--- config.mk ---
export PLATFORM = sky130hd
export DESIGN_NAME = scm_clock_ctrl
export DESIGN_NICKNAME = d
export VERILOG_FILES = /design/src/core/scm_pkg.sv /design/src/core/scm_clock_ctrl.sv
export SDC_FILE = /design/constraint.sdc
export NUM_CORES = 1
export LEC_CHECK = 0
export BUFFER_PORTS_ARGS = -buffer_cell sky130_fd_sc_hd__buf_2
export CORE_MARGIN = 2
export CORE_UTILIZATION = 49
export CTS_CLUSTER_DIAMETER = 120
export DETAILED_ROUTE_END_ITERATION = 7
export PLACE_DENSITY = 0.73
export SETUP_SLACK_MARGIN = 0.3
export SLEW_MARGIN = 20
export SYNTH_ARGS = -nofsm -noshare
export SYNTH_HDL_FRONTEND = slang
export SYNTH_SLANG_ARGS = --single-unit
--- constraint.sdc ---
create_clock -name clk_i -period 3.4 [get_ports clk_i]
set_clock_uncertainty 0.1 [all_clocks]
set_input_delay 0.34 -clock clk_i [delete_from_list [all_inputs] [get_ports clk_i]]
set_output_delay 0.34 -clock clk_i [all_outputs]
set_load 0.1 [all_outputs]
--- src/core/scm_pkg.sv ---
// Purpose: constants and types for the system clock mode control block
// Assumes: one 40 MHz clock, classic Wishbone, 8-bit registers in the low byte
// Notes: oscillators arrive as one-cycle tick enables
package scm_pkg;

  // ----------------------------------------
  // register map
  // ----------------------------------------
  localparam logic [7:0] ADR_SCC = 8'h00;
  localparam logic [7:0] ADR_IRC = 8'h04;
  localparam logic [7:0] ADR_HXT = 8'h08;
  localparam logic [7:0] ADR_LXT = 8'h0C;
  localparam logic [7:0] ADR_STAT = 8'h10;

  // ----------------------------------------
  // field positions
  // ----------------------------------------
  localparam int IRC_FREQ_LSB = 2;
  localparam int STB_BIT = 1;
  localparam int EN_BIT = 0;
  localparam int MODE_BIT = 2;

  // ----------------------------------------
  // reset values and counts
  // ----------------------------------------
  localparam logic [1:0] IRC_FREQ_RST = 2'h0;
  localparam logic IRC_EN_RST = 1'b1;
  localparam logic [2:0] CKS_SUB = 3'h7;
  localparam logic [2:0] SW_SYS_TICKS = 3'h4;
  localparam int STB_TICKS_DEF = 1024;
  localparam logic [3:0] MHZ_4 = 4'h4;
  localparam logic [3:0] MHZ_8 = 4'h8;
  localparam logic [3:0] MHZ_12 = 4'hC;

  // ----------------------------------------
  // types
  // ----------------------------------------
  typedef struct packed {
    logic [2:0] sysclk_select;
    logic high_speed_source_sel;
    logic low_speed_source_sel;
    logic high_osc_halt_enable;
    logic low_osc_halt_enable;
  } scm_scc_t;

  localparam scm_scc_t SCC_RST = '0;

  typedef struct packed {
    logic sys;
    logic fh;
    logic fsub;
    logic slow_rc;
  } scm_clk_en_t;

  typedef struct packed {
    logic internal_fast_rc_osc;
    logic external_fast_crystal;
    logic internal_slow_rc_osc;
    logic external_slow_crystal;
  } scm_osc_run_t;

  typedef enum logic [4:0] {
    MODE_RUN = 5'b00001,
    MODE_IDLE_LOW_ONLY = 5'b00010,
    MODE_IDLE_BOTH_OSC = 5'b00100,
    MODE_IDLE_HIGH_ONLY = 5'b01000,
    MODE_SLEEP = 5'b10000
  } scm_mode_t;

endpackage

--- src/core/scm_clock_ctrl.sv ---
// Purpose: clock source selection, division and halt-mode gating
// Assumes: oscillator ticks and halt/wake pulses synchronous to clk_i
// Notes: clocks leave as one-cycle enables, never as gated clocks
`timescale 1ns/1ps
module scm_clock_ctrl #(
  parameter int STB_TICKS = scm_pkg::STB_TICKS_DEF
) (
  input wire logic clk_i,
  input wire logic rst_i,
  input wire logic wb_cyc_i,
  input wire logic wb_stb_i,
  input wire logic wb_we_i,
  input wire logic [7:0] wb_adr_i,
  input wire logic [31:0] wb_dat_i,
  input wire logic [3:0] wb_sel_i,
  output logic [31:0] wb_dat_o,
  output logic wb_ack_o,
  input wire logic internal_fast_rc_osc_tick_i,
  input wire logic hxt_tick_i,
  input wire logic internal_slow_rc_osc_tick_i,
  input wire logic lxt_tick_i,
  input wire logic halt_i,
  input wire logic wake_i,
  input wire logic watchdog_timer_en_i,
  output scm_pkg::scm_clk_en_t clk_en_o,
  output scm_pkg::scm_osc_run_t osc_run_o,
  output logic cpu_run_o,
  output logic [3:0] irc_mhz_o
);

  // ----------------------------------------
  // registers and state
  // ----------------------------------------
  scm_pkg::scm_scc_t scc_reg;
  scm_pkg::scm_scc_t act_reg;
  scm_pkg::scm_mode_t mode_reg;
  logic [1:0] irc_freq_reg;
  logic [1:0] irc_freq_act_reg;
  logic irc_en_reg;
  logic hxt_drv_reg;
  logic hxt_en_reg;
  logic lxt_spd_reg;
  logic lxt_en_reg;
  logic ack_reg;
  logic sw_busy_reg;
  logic sw_applied_reg;
  logic [2:0] sw_cnt_reg;
  logic [5:0] div_cnt_reg;
  logic [7:0] rd_next;
  logic [2:0] stb_reg;
  logic [2:0] osc_run;
  logic [2:0] osc_tick;
  logic [2:0] osc_restart;
  logic wr_stb;
  logic irc_restart;
  logic fh_keep;
  logic fsub_keep;
  logic sys_keep;
  logic slow_rc_run;
  logic fh_raw;
  logic fsub_raw;
  logic sys_raw;
  logic div_hit;
  logic [5:0] div_mask;
  logic slow_xt_sys;
  logic sw_req;

  // ----------------------------------------
  // wishbone slave
  // ----------------------------------------
  // writes land on the edge where the master sees ack
  assign wr_stb = wb_cyc_i & wb_stb_i & wb_we_i & ack_reg & wb_sel_i[0];

  always_ff @(posedge clk_i) begin
    if (rst_i) begin
      ack_reg <= 1'b0;
    end else begin
      ack_reg <= wb_cyc_i & wb_stb_i & ~ack_reg;
    end
  end

  always_comb begin
    rd_next = 8'h00;
    if (wb_adr_i == scm_pkg::ADR_SCC) begin
      rd_next = {scc_reg.sysclk_select, 1'b0, scc_reg.high_speed_source_sel,
                 scc_reg.low_speed_source_sel, scc_reg.high_osc_halt_enable, scc_reg.low_osc_halt_enable};
    end else if (wb_adr_i == scm_pkg::ADR_IRC) begin
      rd_next = {4'h0, irc_freq_reg, stb_reg[0], irc_en_reg};
    end else if (wb_adr_i == scm_pkg::ADR_HXT) begin
      rd_next = {5'h00, hxt_drv_reg, stb_reg[1], hxt_en_reg};
    end else if (wb_adr_i == scm_pkg::ADR_LXT) begin
      rd_next = {5'h00, lxt_spd_reg, stb_reg[2], lxt_en_reg};
    end else if (wb_adr_i == scm_pkg::ADR_STAT) begin
      rd_next = {3'h0, mode_reg == scm_pkg::MODE_RUN ? 3'h0 : 3'h1, ~cpu_run_o, sw_busy_reg};
    end
  end

  always_ff @(posedge clk_i) begin
    if (rst_i) begin
      wb_dat_o <= 32'h0000_0000;
      wb_ack_o <= 1'b0;
    end else begin
      wb_dat_o <= {24'h00_0000, rd_next};
      wb_ack_o <= wb_cyc_i & wb_stb_i & ~ack_reg;
    end
  end

  // ----------------------------------------
  // control registers
  // ----------------------------------------
  assign slow_xt_sys = (act_reg.sysclk_select == scm_pkg::CKS_SUB) & act_reg.low_speed_source_sel;
  assign irc_restart = wr_stb & (wb_adr_i == scm_pkg::ADR_IRC)
                       & (wb_dat_i[scm_pkg::IRC_FREQ_LSB +: 2] != irc_freq_reg);

  always_ff @(posedge clk_i) begin
    if (rst_i) begin
      scc_reg <= scm_pkg::SCC_RST;
      irc_freq_reg <= scm_pkg::IRC_FREQ_RST;
      irc_en_reg <= scm_pkg::IRC_EN_RST;
      hxt_drv_reg <= 1'b0;
      hxt_en_reg <= 1'b0;
      lxt_spd_reg <= 1'b0;
      lxt_en_reg <= 1'b0;
    end else if (wr_stb) begin
      if (wb_adr_i == scm_pkg::ADR_SCC) begin
        scc_reg <= {wb_dat_i[7:5], wb_dat_i[3:0]};
      end else if (wb_adr_i == scm_pkg::ADR_IRC) begin
        irc_freq_reg <= wb_dat_i[scm_pkg::IRC_FREQ_LSB +: 2];
        irc_en_reg <= wb_dat_i[scm_pkg::EN_BIT];
      end else if (wb_adr_i == scm_pkg::ADR_HXT) begin
        // drive strength is frozen while the crystal runs
        if (!hxt_en_reg) begin
          hxt_drv_reg <= wb_dat_i[scm_pkg::MODE_BIT];
        end
        hxt_en_reg <= wb_dat_i[scm_pkg::EN_BIT];
      end else if (wb_adr_i == scm_pkg::ADR_LXT) begin
        if (!slow_xt_sys) begin
          lxt_spd_reg <= wb_dat_i[scm_pkg::MODE_BIT];
        end
        lxt_en_reg <= wb_dat_i[scm_pkg::EN_BIT];
      end
    end
  end

  // ----------------------------------------
  // operating mode
  // ----------------------------------------
  always_ff @(posedge clk_i) begin
    if (rst_i) begin
      mode_reg <= scm_pkg::MODE_RUN;
    end else begin
      case (mode_reg)
        scm_pkg::MODE_RUN: begin
          if (halt_i) begin
            case ({scc_reg.high_osc_halt_enable, scc_reg.low_osc_halt_enable})
              2'b00: mode_reg <= scm_pkg::MODE_SLEEP;
              2'b01: mode_reg <= scm_pkg::MODE_IDLE_LOW_ONLY;
              2'b11: mode_reg <= scm_pkg::MODE_IDLE_BOTH_OSC;
              default: mode_reg <= scm_pkg::MODE_IDLE_HIGH_ONLY;
            endcase
          end
        end
        default: begin
          if (wake_i) begin
            mode_reg <= scm_pkg::MODE_RUN;
          end
        end
      endcase
    end
  end

  // ----------------------------------------
  // oscillator keep-alive and stable flags
  // ----------------------------------------
  assign fh_keep = mode_reg[0] | mode_reg[2] | mode_reg[3];
  assign fsub_keep = mode_reg[0] | mode_reg[1] | mode_reg[2];
  assign sys_keep = mode_reg[0] | mode_reg[2]
                    | (mode_reg[1] & (act_reg.sysclk_select == scm_pkg::CKS_SUB))
                    | (mode_reg[3] & (act_reg.sysclk_select != scm_pkg::CKS_SUB));
  assign slow_rc_run = ~mode_reg[4] | watchdog_timer_en_i;
  // fast oscillators follow their enable bits in slow mode too
  assign osc_run = {lxt_en_reg & fsub_keep, hxt_en_reg & fh_keep, irc_en_reg & fh_keep};
  assign osc_tick = {lxt_tick_i, hxt_tick_i, internal_fast_rc_osc_tick_i};
  assign osc_restart = {1'b0, 1'b0, irc_restart};

  genvar gi;
  generate
    for (gi = 0; gi < 3; gi++) begin : g_stb
      logic [15:0] cnt_reg;
      always_ff @(posedge clk_i) begin
        if (rst_i || !osc_run[gi] || osc_restart[gi]) begin
          cnt_reg <= 16'h0000;
          stb_reg[gi] <= 1'b0;
        end else if (osc_tick[gi] && !stb_reg[gi]) begin
          cnt_reg <= cnt_reg + 16'h0001;
          if (cnt_reg == 16'(STB_TICKS - 1)) begin
            stb_reg[gi] <= 1'b1;
          end
        end
      end
    end
  endgenerate

  always_ff @(posedge clk_i) begin
    if (rst_i) begin
      irc_freq_act_reg <= scm_pkg::IRC_FREQ_RST;
    end else if (stb_reg[0]) begin
      irc_freq_act_reg <= irc_freq_reg;
    end
  end

  // ----------------------------------------
  // source muxing and divider
  // ----------------------------------------
  assign fh_raw = act_reg.high_speed_source_sel ? (hxt_tick_i & stb_reg[1] & osc_run[1])
                                                : (internal_fast_rc_osc_tick_i & stb_reg[0] & osc_run[0]);
  assign fsub_raw = act_reg.low_speed_source_sel ? (lxt_tick_i & stb_reg[2] & osc_run[2])
                                                 : (internal_slow_rc_osc_tick_i & slow_rc_run);
  assign div_mask = 6'((7'h01 << act_reg.sysclk_select) - 7'h01);
  assign div_hit = (div_cnt_reg & div_mask) == div_mask;
  assign sys_raw = (act_reg.sysclk_select == scm_pkg::CKS_SUB) ? fsub_raw : (fh_raw & div_hit);

  always_ff @(posedge clk_i) begin
    if (rst_i) begin
      div_cnt_reg <= 6'h00;
    end else if (fh_raw) begin
      div_cnt_reg <= div_cnt_reg + 6'h01;
    end
  end

  // ----------------------------------------
  // clock switching
  // ----------------------------------------
  // swap only on a sys tick so no short period escapes
  assign sw_req = wr_stb & (wb_adr_i == scm_pkg::ADR_SCC)
                  & ({wb_dat_i[7:5], wb_dat_i[3:2]} != {scc_reg.sysclk_select,
                     scc_reg.high_speed_source_sel, scc_reg.low_speed_source_sel});

  always_ff @(posedge clk_i) begin
    if (rst_i) begin
      act_reg <= scm_pkg::SCC_RST;
      sw_busy_reg <= 1'b0;
      sw_applied_reg <= 1'b0;
      sw_cnt_reg <= 3'h0;
    end else if (sw_req) begin
      sw_busy_reg <= 1'b1;
      sw_applied_reg <= 1'b0;
      sw_cnt_reg <= 3'h0;
    end else if (sw_busy_reg && sys_raw) begin
      if (!sw_applied_reg) begin
        sw_cnt_reg <= sw_cnt_reg + 3'h1;
        if (sw_cnt_reg == scm_pkg::SW_SYS_TICKS - 3'h1) begin
          act_reg <= scc_reg;
          sw_applied_reg <= 1'b1;
        end
      end else begin
        sw_busy_reg <= 1'b0;
      end
    end
  end

  // ----------------------------------------
  // registered outputs
  // ----------------------------------------
  always_ff @(posedge clk_i) begin
    if (rst_i) begin
      clk_en_o <= '0;
      osc_run_o <= '0;
      cpu_run_o <= 1'b0;
      irc_mhz_o <= scm_pkg::MHZ_4;
    end else begin
      clk_en_o.sys <= sys_raw & sys_keep;
      clk_en_o.fh <= fh_raw & fh_keep;
      clk_en_o.fsub <= fsub_raw & fsub_keep;
      clk_en_o.slow_rc <= internal_slow_rc_osc_tick_i & slow_rc_run;
      osc_run_o <= {osc_run[0], osc_run[1], slow_rc_run, osc_run[2]};
      cpu_run_o <= mode_reg == scm_pkg::MODE_RUN;
      case (irc_freq_act_reg)
        2'b01: irc_mhz_o <= scm_pkg::MHZ_8;
        2'b10: irc_mhz_o <= scm_pkg::MHZ_12;
        default: irc_mhz_o <= scm_pkg::MHZ_4;
      endcase
    end
  end

  // ----------------------------------------
  // assertions
  // ----------------------------------------
  property p_sleep_stops;
    @(posedge clk_i) disable iff (rst_i)
      (mode_reg == scm_pkg::MODE_SLEEP) |=> !clk_en_o.sys && !clk_en_o.fh && !clk_en_o.fsub;
  endproperty
  a_sleep_stops: assert property (p_sleep_stops) else $error("clock ran in sleep");

  property p_sleep_rc;
    @(posedge clk_i) disable iff (rst_i)
      (mode_reg == scm_pkg::MODE_SLEEP && !watchdog_timer_en_i) |=> !clk_en_o.slow_rc && !osc_run_o[1];
  endproperty
  a_sleep_rc: assert property (p_sleep_rc) else $error("slow rc ran without watchdog");

  property p_idle_low;
    @(posedge clk_i) disable iff (rst_i)
      (mode_reg == scm_pkg::MODE_IDLE_LOW_ONLY && act_reg.sysclk_select != scm_pkg::CKS_SUB)
      |=> !clk_en_o.sys && !clk_en_o.fh;
  endproperty
  a_idle_low: assert property (p_idle_low) else $error("fast clock ran in low-only idle");

  property p_idle_both;
    @(posedge clk_i) disable iff (rst_i)
      (mode_reg == scm_pkg::MODE_IDLE_BOTH_OSC && fh_raw) |=> clk_en_o.fh;
  endproperty
  a_idle_both: assert property (p_idle_both) else $error("fast clock lost in both-osc idle");

  property p_idle_high;
    @(posedge clk_i) disable iff (rst_i)
      (mode_reg == scm_pkg::MODE_IDLE_HIGH_ONLY) |=> !clk_en_o.fsub;
  endproperty
  a_idle_high: assert property (p_idle_high) else $error("slow clock ran in high-only idle");

  property p_div1;
    @(posedge clk_i) disable iff (rst_i)
      (mode_reg == scm_pkg::MODE_RUN && act_reg.sysclk_select == 3'h0 && fh_raw) |=> clk_en_o.sys;
  endproperty
  a_div1: assert property (p_div1) else $error("undivided sys tick missing");

  property p_switch_wait;
    @(posedge clk_i) disable iff (rst_i)
      $changed(act_reg) |-> sw_cnt_reg == scm_pkg::SW_SYS_TICKS && sw_busy_reg;
  endproperty
  a_switch_wait: assert property (p_switch_wait) else $error("clock switched early");

  property p_freq_apply;
    @(posedge clk_i) disable iff (rst_i)
      $changed(irc_freq_act_reg) |-> $past(stb_reg[0]);
  endproperty
  a_freq_apply: assert property (p_freq_apply) else $error("rc frequency applied unstable");

  property p_irc_clear;
    @(posedge clk_i) disable iff (rst_i)
      irc_restart |=> !stb_reg[0] ##1 !stb_reg[0];
  endproperty
  a_irc_clear: assert property (p_irc_clear) else $error("rc stable not cleared");

  property p_speedup_frozen;
    @(posedge clk_i) disable iff (rst_i)
      slow_xt_sys |=> $stable(lxt_spd_reg);
  endproperty
  a_speedup_frozen: assert property (p_speedup_frozen) else $error("speedup changed on slow crystal");

  property p_ack;
    @(posedge clk_i) disable iff (rst_i)
      (wb_cyc_i && wb_stb_i && !ack_reg) |=> wb_ack_o ##1 !wb_ack_o;
  endproperty
  a_ack: assert property (p_ack) else $error("wishbone ack not single");

endmodule // scm_clock_ctrl

# [Word level (Yosys, flattened, before mapping)]
# Cells that the tools add are included.
[totals] elab_cells=164 in_bits=56 out_inout_bits=46 regBits=134
[classes] n_eq_ne=19 n_shift=1 n_reduce_logical=34 n_addsub=6 bitwise=45 muxes=19
[op_table] cell="16-bit by 1-bit adder with 16-bit output (second input constant)" count=3
[op_table] cell="16-bit by 10-bit == test with 1-bit output (second input constant)" count=3
[op_table] cell="1-bit AND" count=26
[op_table] cell="8-bit by 4-bit == test with 1-bit output (second input constant)" count=2
[op_table] cell="5-bit 2-to-1 mux" count=3
[op_table] cell="5-bit one-hot mux with 3 select lines" count=1
[op_table] cell="2-bit AND reduction" count=7
[op_table] cell="1-bit NOT" count=11
[op_table] cell="5-bit AND reduction" count=2
[op_table] cell="1-bit 2-to-1 mux" count=9
[op_table] cell="3-bit 2-to-1 mux" count=3
[op_table] cell="8-bit by 3-bit == test with 1-bit output (second input constant)" count=1
[op_table] cell="8-bit by 5-bit == test with 1-bit output (second input constant)" count=1
[op_table] cell="8-bit logical NOT" count=1
[op_table] cell="8-bit 2-to-1 mux" count=1
[op_table] cell="4-bit one-hot mux with 2 select lines" count=1
[op_table] cell="4-bit AND reduction" count=2
[op_table] cell="1-bit OR" count=7
[op_table] cell="6-bit by 1-bit adder with 6-bit output (second input constant)" count=1
[op_table] cell="6-bit AND" count=1
[op_table] cell="6-bit == test" count=1
[op_table] cell="1-bit logical NOT" count=6
[op_table] cell="6-bit AND reduction" count=1
[op_table] cell="2-bit nonzero test" count=3
[op_table] cell="19 further kinds" count=27

# [Depth between registers and ports, before layout]
# Gate-level depths: netlist of the first run.
[depth] depth_word=10 depth_mapped=8 mapped_depth_nobuf=6

# [Worst setup path before layout of the first run]
# OpenSTA, ideal clock, no wires.
[synth_path] path_kind="reg-to-reg" startpoint="register, netlist name wb_ack_o" endpoint="register stb_reg[0]" synth_period_minus_slack_ns=2.928 t_required_ns=3.185 arrival_time_ns=2.713 stages_incl_launch_ff=9 setup_time_ns=0.115 path_buffers=3 path_slack_ns=0.472 path_cell_list="dfxtp_1 -> nand4_1 -> or4_1 -> buf_2 -> or4b_4 -> buf_6 -> o21ai_4 -> buf_6 -> nor2_1"
[synth_rtl] element="end signal: indexed assignment" line_no="scm_clock_ctrl.sv:193" text="stb_reg[gi] <= 1'b0;"
[synth_rtl] element="end signal: indexed assignment" line_no="scm_clock_ctrl.sv:197" text="stb_reg[gi] <= 1'b1;"
[synth_rtl] element="end: declaration" line_no="scm_clock_ctrl.sv:50" text="logic [2:0] stb_reg;"

# [Final worst setup path of the first run]
[layout_path] startpoint="input wb_adr_i[7]" endpoint="register g_stb[0].cnt_reg[3]"
[layout_between] elab_chain_cells=4
[layout_rtl] element="start: declaration" line_no="scm_clock_ctrl.sv:13" text="input wire logic [7:0] wb_adr_i,"
[layout_rtl] element="8-bit by 3-bit == test with 1-bit output" line_no="scm_clock_ctrl.sv:112" text="assign irc_restart = wr_stb & (wb_adr_i == scm_pkg::ADR_IRC)"
[layout_rtl] element="1-bit AND" line_no="scm_clock_ctrl.sv:112"
[layout_rtl] element="1-bit AND" line_no="scm_clock_ctrl.sv:113" text="& (wb_dat_i[scm_pkg::IRC_FREQ_LSB +: 2] != irc_freq_reg);"
[layout_rtl] element="1-bit logical OR" line_no="scm_clock_ctrl.sv:191" text="if (rst_i || !osc_run[gi] || osc_restart[gi]) begin"
[layout_rtl] element="end signal: assignment" line_no="scm_clock_ctrl.sv:195" text="cnt_reg <= cnt_reg + 16'h0001;"
[layout_rtl] element="end: declaration" line_no="scm_clock_ctrl.sv:189" text="logic [15:0] cnt_reg;"
# Every way passes these cells.
# A chain may end at the register's enable or synchronous reset.

==> results of run 1 <==
-- stage by stage --
stage          instance area (um2)  instances  utilization (%)  hold slack [ns]  total power [W]
3_5_place_dp                  5080        705             52.5            0.332          0.00156
4_1_cts                       5240        720             54.1           0.0700          0.00224
5_1_grt                       5240        720             54.1           0.0888          0.00230
2_1_floorplan                 4960        569                -            0.352          0.00154
6_report                      5240        720             54.1           0.0918          0.00222
3_3_place_gp                  5080        705             52.5            0.323          0.00155
-- routing by layer --
layer  GRT usage [%]  up-vias  wire, um
met3            3.96       12       328
met2            29.7       58      4570
met4            5.98        0       144
met1            23.3     1743      4360
met5               0        -         0
li1                -     1887         -
-- worst reg2reg max path, delay by kind of cell, from the launching register on --
family          cells  cell delay (ns)
simple gates        4             1.47
flops               1             0.36
compound gates      1             0.43
-- cell families (layout without fill, tap and decap cells) --
kind of cell	Yosys count	after routing	share of synthesized area, %
simple gates	236	236	23.8
flops	107	107	44.1
buf+inv	61	79	7.13
xor+xnor	55	55	9.91
compound gates	50	50	7.31
mux	26	26	5.90
fa+ha+maj	7	7	1.80
other cells	1	27	0.0772
-- power breakdown --
group,leakage (nW),internal (W),switching [W],total [W]
logic,1.02,0.0000365,0.000225,0.000261
clock network,0.0795,0.000283,0.000404,0.000687
registers,0.864,0.00126,0.00000615,0.00127
-- synthesized netlist by cell type (all sizes together), types with 6 or more instances --
library cell | instances | share of area (%)
dfxtp | 107 | 44
nor2 | 102 | 7.9
buf | 30 | 4.7
xnor2 | 28 | 5.0
xor2 | 27 | 4.9
mux2i | 23 | 4.7
nand2 | 21 | 1.6
nand3 | 19 | 2.0
nor3 | 19 | 2.0
inv | 16 | 1.2
clkbuf | 15 | 1.2
nand4 | 15 | 1.9
a21oi | 13 | 1.3
nor4 | 10 | 1.3
nor2b | 8 | 1.0
and3 | 7 | 0.90
ha | 7 | 1.8
o21ai | 7 | 0.95
a211oi | 6 | 1.0
nand2b | 6 | 0.77
-- final cells by class --
| cell class | instances | share of cell area, % |
|---|---|---|
| Timing Repair Buffer | 48 | 4.68 |
| Inverter | 16 | 1.15 |
| Clock buffer | 13 | 2.84 |
| Clock inverter | 2 | 0.239 |
| Multi-Input combinational cell | 401 | 47.1 |
| Sequential cell | 107 | 40.8 |
| Tap cell | 133 | 3.17 |
-- how the worst max path moves through the flow --
stage / startpoint / end / slack (ns) / cells after the start
2_1_floorplan: wb_ack_o$_SDFF_PP0_ / stb_reg[0]$_SDFFE_PP0P_ / 0.47 / 8
3_3_place_gp: wb_adr_i[7] / g_stb[0].cnt_reg[15]$_SDFFE_PP0P_ / 0.38 / 6
3_5_place_dp: wb_adr_i[7] / g_stb[0].cnt_reg[3]$_SDFFE_PP0P_ / 0.33 / 6
4_1_cts: wb_adr_i[7] / g_stb[0].cnt_reg[3]$_SDFFE_PP0P_ / 0.73 / 6
5_1_grt: wb_adr_i[7] / g_stb[0].cnt_reg[15]$_SDFFE_PP0P_ / 0.63 / 6
6_report: wb_adr_i[7] / g_stb[0].cnt_reg[3]$_SDFFE_PP0P_ / 0.74 / 6
==> flow_summary_export.csv, run 1 <==
group,metric,value,unit
outcome,status,"finished clean",
route,drtPass1Iterations,4,
final_layout,antenna_cells,0,
yosys,synth_edf_count,0,
die,dieArea,0.0107,mm2
timing,setup_tns,0,ns
timing,setup_slack,0.738,ns
power_and_ir_drop,ir_worst_vdd,194,uV
timing,max_slew_margin,40.0,%
worst_hold_path,min_from,"wb_stb_i",
timing,min_period,2.66,ns
setup_path,regToRegSetupSlack,0.93,ns
yosys,ys_seq_area_share,44.1,%
setup_path,slowest_delay,0.65,ns
timing,hold_violations,0,
clocking,cts-htree-levels,3,
yosys,synth_warnings,0,
final_layout,layout_common_cells,"dfxtp_1 (107), nor2_1 (102), buf_2 (46)",
setup_path,path_class,"in2reg",
die,die_x,104,um
route,routed_wl,9400,um
setup_path,cp.arrival,2.81,ns
final_layout,final_common_cell,"dfxtp_1",
grt,grt_util_all_layers,17.9,%
setup_path,r2r_cells,5,
placement,pre_cts_ws,0.329,ns
setup_path,startpoint_type,"input pin",
yosys,synth.distinct_cells,48,
clocking,cts_tree,"yes",
route,vias,3700,
worst_hold_path,min_path_type,"in2reg",
setup_path,crit_top_cell,"or4_1",
placement,port_buffers,46,
yosys,syn_avg_cell_area,8.95,um2
final_layout,nets,646,
yosys,synth_seq_cells,107,
route,first_iter_violations,153,
yosys,ys_async_sr_fraction,0,%
setup_path,cp_max_fo,17,
die,design.core.area,0.00968,mm2
final_layout,largest_reg_flops,48,
yosys,synthCells,543,
placement,place_congestion,0.831,
placement,dp_hpwl,6670,um
clocking,clk_pin_slew,0.09,ns
grt,grt_max_degree,52,
clocking,ctsResizeCount,0,
yosys,netlist_area,0.00486,mm2
route,wl_per_cell,13.1,um
clocking,clock_sinks,107,
die,rows,36,
clocking,cts_root_buffer,"clkbuf_8",
setup_path,cp.required,3.55,ns
worst_hold_path,holdPathEnd,"wb_ack_o$_SDFF_PP0_",
route,drc,0,
setup_path,cp-end-kind,"flop",
final_layout,layout-drive-gt1-share,11.8,%
setup_path,reg2reg_to,"g_stb[0].cnt_reg[3]$_SDFFE_PP0P_",
grt,grt_pass1_vias,3364,
power_and_ir_drop,powerDensity,422,mW/mm2
timing,worstMarginPinSlew,0.900,ns
final_layout,n_fill_cell,901,
worst_hold_path,hold_depth,3,
route,via_per_inst,5.14,
setup_path,crit_chain,"buf_2, or4_1, or4_1, or4b_4, o21ai_4, nor2_1",
setup_path,critPathBufInv,1,
route,ant_nets,0,
grt,grt_overflow,0,
timing,finalSetupViolations,0,
setup_path,crit_family,"simple AND/OR/NAND/NOR gates",
clocking,post-cts-setup-buffers,0,
die,pin_count,102,
die,start_util,50.2,%
timing,grt_setup_unrepaired,"no",
final_layout,seqCellArea,0.00214,mm2
timing,fmax,376,MHz
clocking,numCtsBuffers,9,
yosys,dominantRegCellSynth,"dfxtp_1",
final_layout,area_growth,7.90,%
power_and_ir_drop,p_leak,1.97,nW
clocking,holdBufCountCts,0,
clocking,clk_latency,0.37,ns
setup_path,crit_path_top_delay_cell,"or4_1",
clocking,max-clock-path-buffers,2,
grt,grt_pass1_wl,16000,um
setup_path,timing.rr.start,"wb_ack_o$_SDFF_PP0_",
timing,fin_crit_sh,78.3,%
grt,antenna_found_initial,0,
die,die_y,104,um
timing,slew_viol_final,0,
job,drv_cap,0,
final_layout,multiInputGateArea,0.00247,mm2
Power figures use the tool's default switching activity.
==> run 2, diff against run 1 <==
==> constraint.sdc (replaced) <==
create_clock -name clk_i -period 2.5 [get_ports clk_i]
set_clock_uncertainty 0.1 [all_clocks]
set_input_delay 0.25 -clock clk_i [delete_from_list [all_inputs] [get_ports clk_i]]
set_output_delay 0.25 -clock clk_i [all_outputs]
set_load 0.1 [all_outputs]
==> flow_summary_export.csv, run 2 (synthesis gave the netlist of run 1 again) <==
group,metric,value,unit
outcome,status,"finished clean",
route,drtPass1Iterations,4,
die,die_y,104,um
timing,finalSetupViolations,0,
power_and_ir_drop,p_switching,0.000865,W
timing,fmax,461,MHz
placement,placedInstanceArea,0.00516,mm2
grt,grt_max_degree,21,
route,vias,3822,
placement,place_congestion,0.875,
clocking,cts_tree,"yes",
timing,worstMarginPinSlew,0.671,ns
power_and_ir_drop,pwr-share-comb,11.8,%
final_layout,final_common_cell,"dfxtp_1",
setup_path,startpoint_type,"input pin",
grt,grt_use_met3,5.41,%
setup_path,cp.arrival,2.34,ns
final_layout,multiInputGateArea,0.00250,mm2
clocking,clock_sinks,107,
timing,max_slew_margin,54.9,%
final_layout,antenna_cells,0,
final_layout,nets,658,
setup_path,cp.required,2.67,ns
timing,slew_viol_final,0,
clocking,cts-htree-levels,3,
timing,min_period,2.17,ns
grt,grt_pass1_vias,3627,
route,routed_wl,9690,um
power_and_ir_drop,power,0.00313,W
grt,antenna_found_initial,0,
timing,grt_setup_unrepaired,"yes",
final_layout,largest_reg_flops,48,
timing,fin_crit_sh,86.7,%
route,first_iter_violations,119,
placement,port_buffers,46,
route,wl_per_cell,13.2,um
clocking,numCtsBuffers,9,
clocking,clk_pin_slew,0.09,ns
route,via_per_inst,5.21,
grt,met2_usage,32.2,%
final_layout,layout-drive-gt1-share,13.8,%
clocking,post-cts-setup-buffers,0,
grt,grt_util_all_layers,18.8,%
grt,use_met1,22.8,%
die,design.core.area,0.00968,mm2
power_and_ir_drop,powerDensity,578,mW/mm2
die,rows,36,
final_layout,area_growth,11.4,%
clocking,cts_root_buffer,"clkbuf_8",
final_layout,fin_area,0.00542,mm2
final_layout,seqCellArea,0.00214,mm2
grt,grt_overflow,0,
die,pin_count,102,
route,drc,0,
die,start_util,50.2,%
final_layout,n_fill_cell,875,
grt,grt_busiest_layer,"met2",
power_and_ir_drop,ir_worst_vdd,287,uV
setup_path,cp-end-kind,"flop",
power_and_ir_drop,seqPwrFrac,55.0,%
placement,dp_hpwl,6910,um
power_and_ir_drop,p_leak,2.05,nW
timing,hold_violations,0,
power_and_ir_drop,internal-power,0.00227,W
setup_path,path_class,"in2reg",
power_and_ir_drop,p_sw_share,27.6,%
die,dieArea,0.0107,mm2
route,ant_nets,0,
setup_path,cp_max_fo,17,
clocking,max-clock-path-buffers,2,
final_layout,final_cells,733,
die,die_x,104,um
clocking,clk_latency,0.37,ns
grt,grt_pass1_wl,16600,um
placement,dp_cells,714,
final_layout,layout_common_cells,"dfxtp_1 (106), nor2_1 (102), buf_2 (46)",
worst_hold_path,min_path_type,"in2reg",
power_and_ir_drop,clockPowerShare,33.2,%
job,drv_cap,0,
-- run 2: changes by cell type in the layout (fill, tap and decap cells not counted), moves of 2 or more --
cell	change
buf_4	+7
dlygate4sd3_1	+3
or4_1	-2
or4_4	+2
-- run 2: metal layers --
| metal | part of all wire [%] | vias to the layer above |
|---|---|---|
| li1 | - | 1925 |
| met1 | 46 | 1797 |
| met2 | 49 | 92 |
| met3 | 4.3 | 8 |
| met4 | 1.1 | 0 |
| met5 | 0 | - |
-- run 2: critical path: stages --
cell and delay (ns):
buf_2 0.09, or4_4 0.53, or4_4 0.52, or4b_4 0.57, o21ai_4 0.17, buf_12 0.16, nor2_1 0.05
-- run 2: cell type report --
class | instances | area share [%]
inverters | 16 | 1.11
multi-input cells | 401 | 46.1
well taps | 133 | 3.07
clock buffers | 14 | 2.82
repair buffers | 60 | 6.63
clock inverters | 2 | 0.647
flip-flops and latches | 107 | 39.6
-- run 2: worst paths after layout --
kind,start,to,slack [ns],cells past startpoint
worst max-delay path,wb_adr_i[7],g_stb[0].cnt_reg[5]$_SDFFE_PP0P_,0.33,7
worst min-delay path,wake_i,mode_reg[0]$_SDFFE_PP1P_,0.02,3
worst max register to register,wb_ack_o$_SDFF_PP0_,g_stb[0].cnt_reg[5]$_SDFFE_PP0P_,0.42,6
worst min register to register,wb_ack_o$_SDFF_PP0_,wb_ack_o$_SDFF_PP0_,0.31,1
-- run 2: per-stage QoR --
stage	worst slack, ns	utilization, %	setup TNS [ns]	hold WS, ns
floorplan	-0.133	-	-1.40	0.261
global placement	-0.135	53.3	-2.93	0.298
detailed placement	-0.172	53.3	-3.89	0.304
CTS	0.341	55.8	0	0.00387
global route	0.273	55.9	0	0.0237
finish	0.331	55.9	0	0.0246
-- run 2: power groups by stage --
stage	Sequential (W)	Clock [W]	Combinational, W
6_report	0.00172	0.00104	0.000369
4_1_cts	0.00172	0.00107	0.000368
3_5_place_dp	0.00176	0	0.000361
5_1_grt	0.00173	0.00114	0.000386
2_1_floorplan	0.00181	0	0.000286
3_3_place_gp	0.00176	0	0.000359
-- run 2: what timing repair did --
| item | in CTS | in global routing |
|---|---|---|
| endpoints found under the hold margin | 2 | 0 |
| hold buffers | 3 | 0 |
| pin swaps | 0 | 1 |
| gates resized for setup | 4 | 4 |
| endpoints found under the setup margin | 26 | 8 |
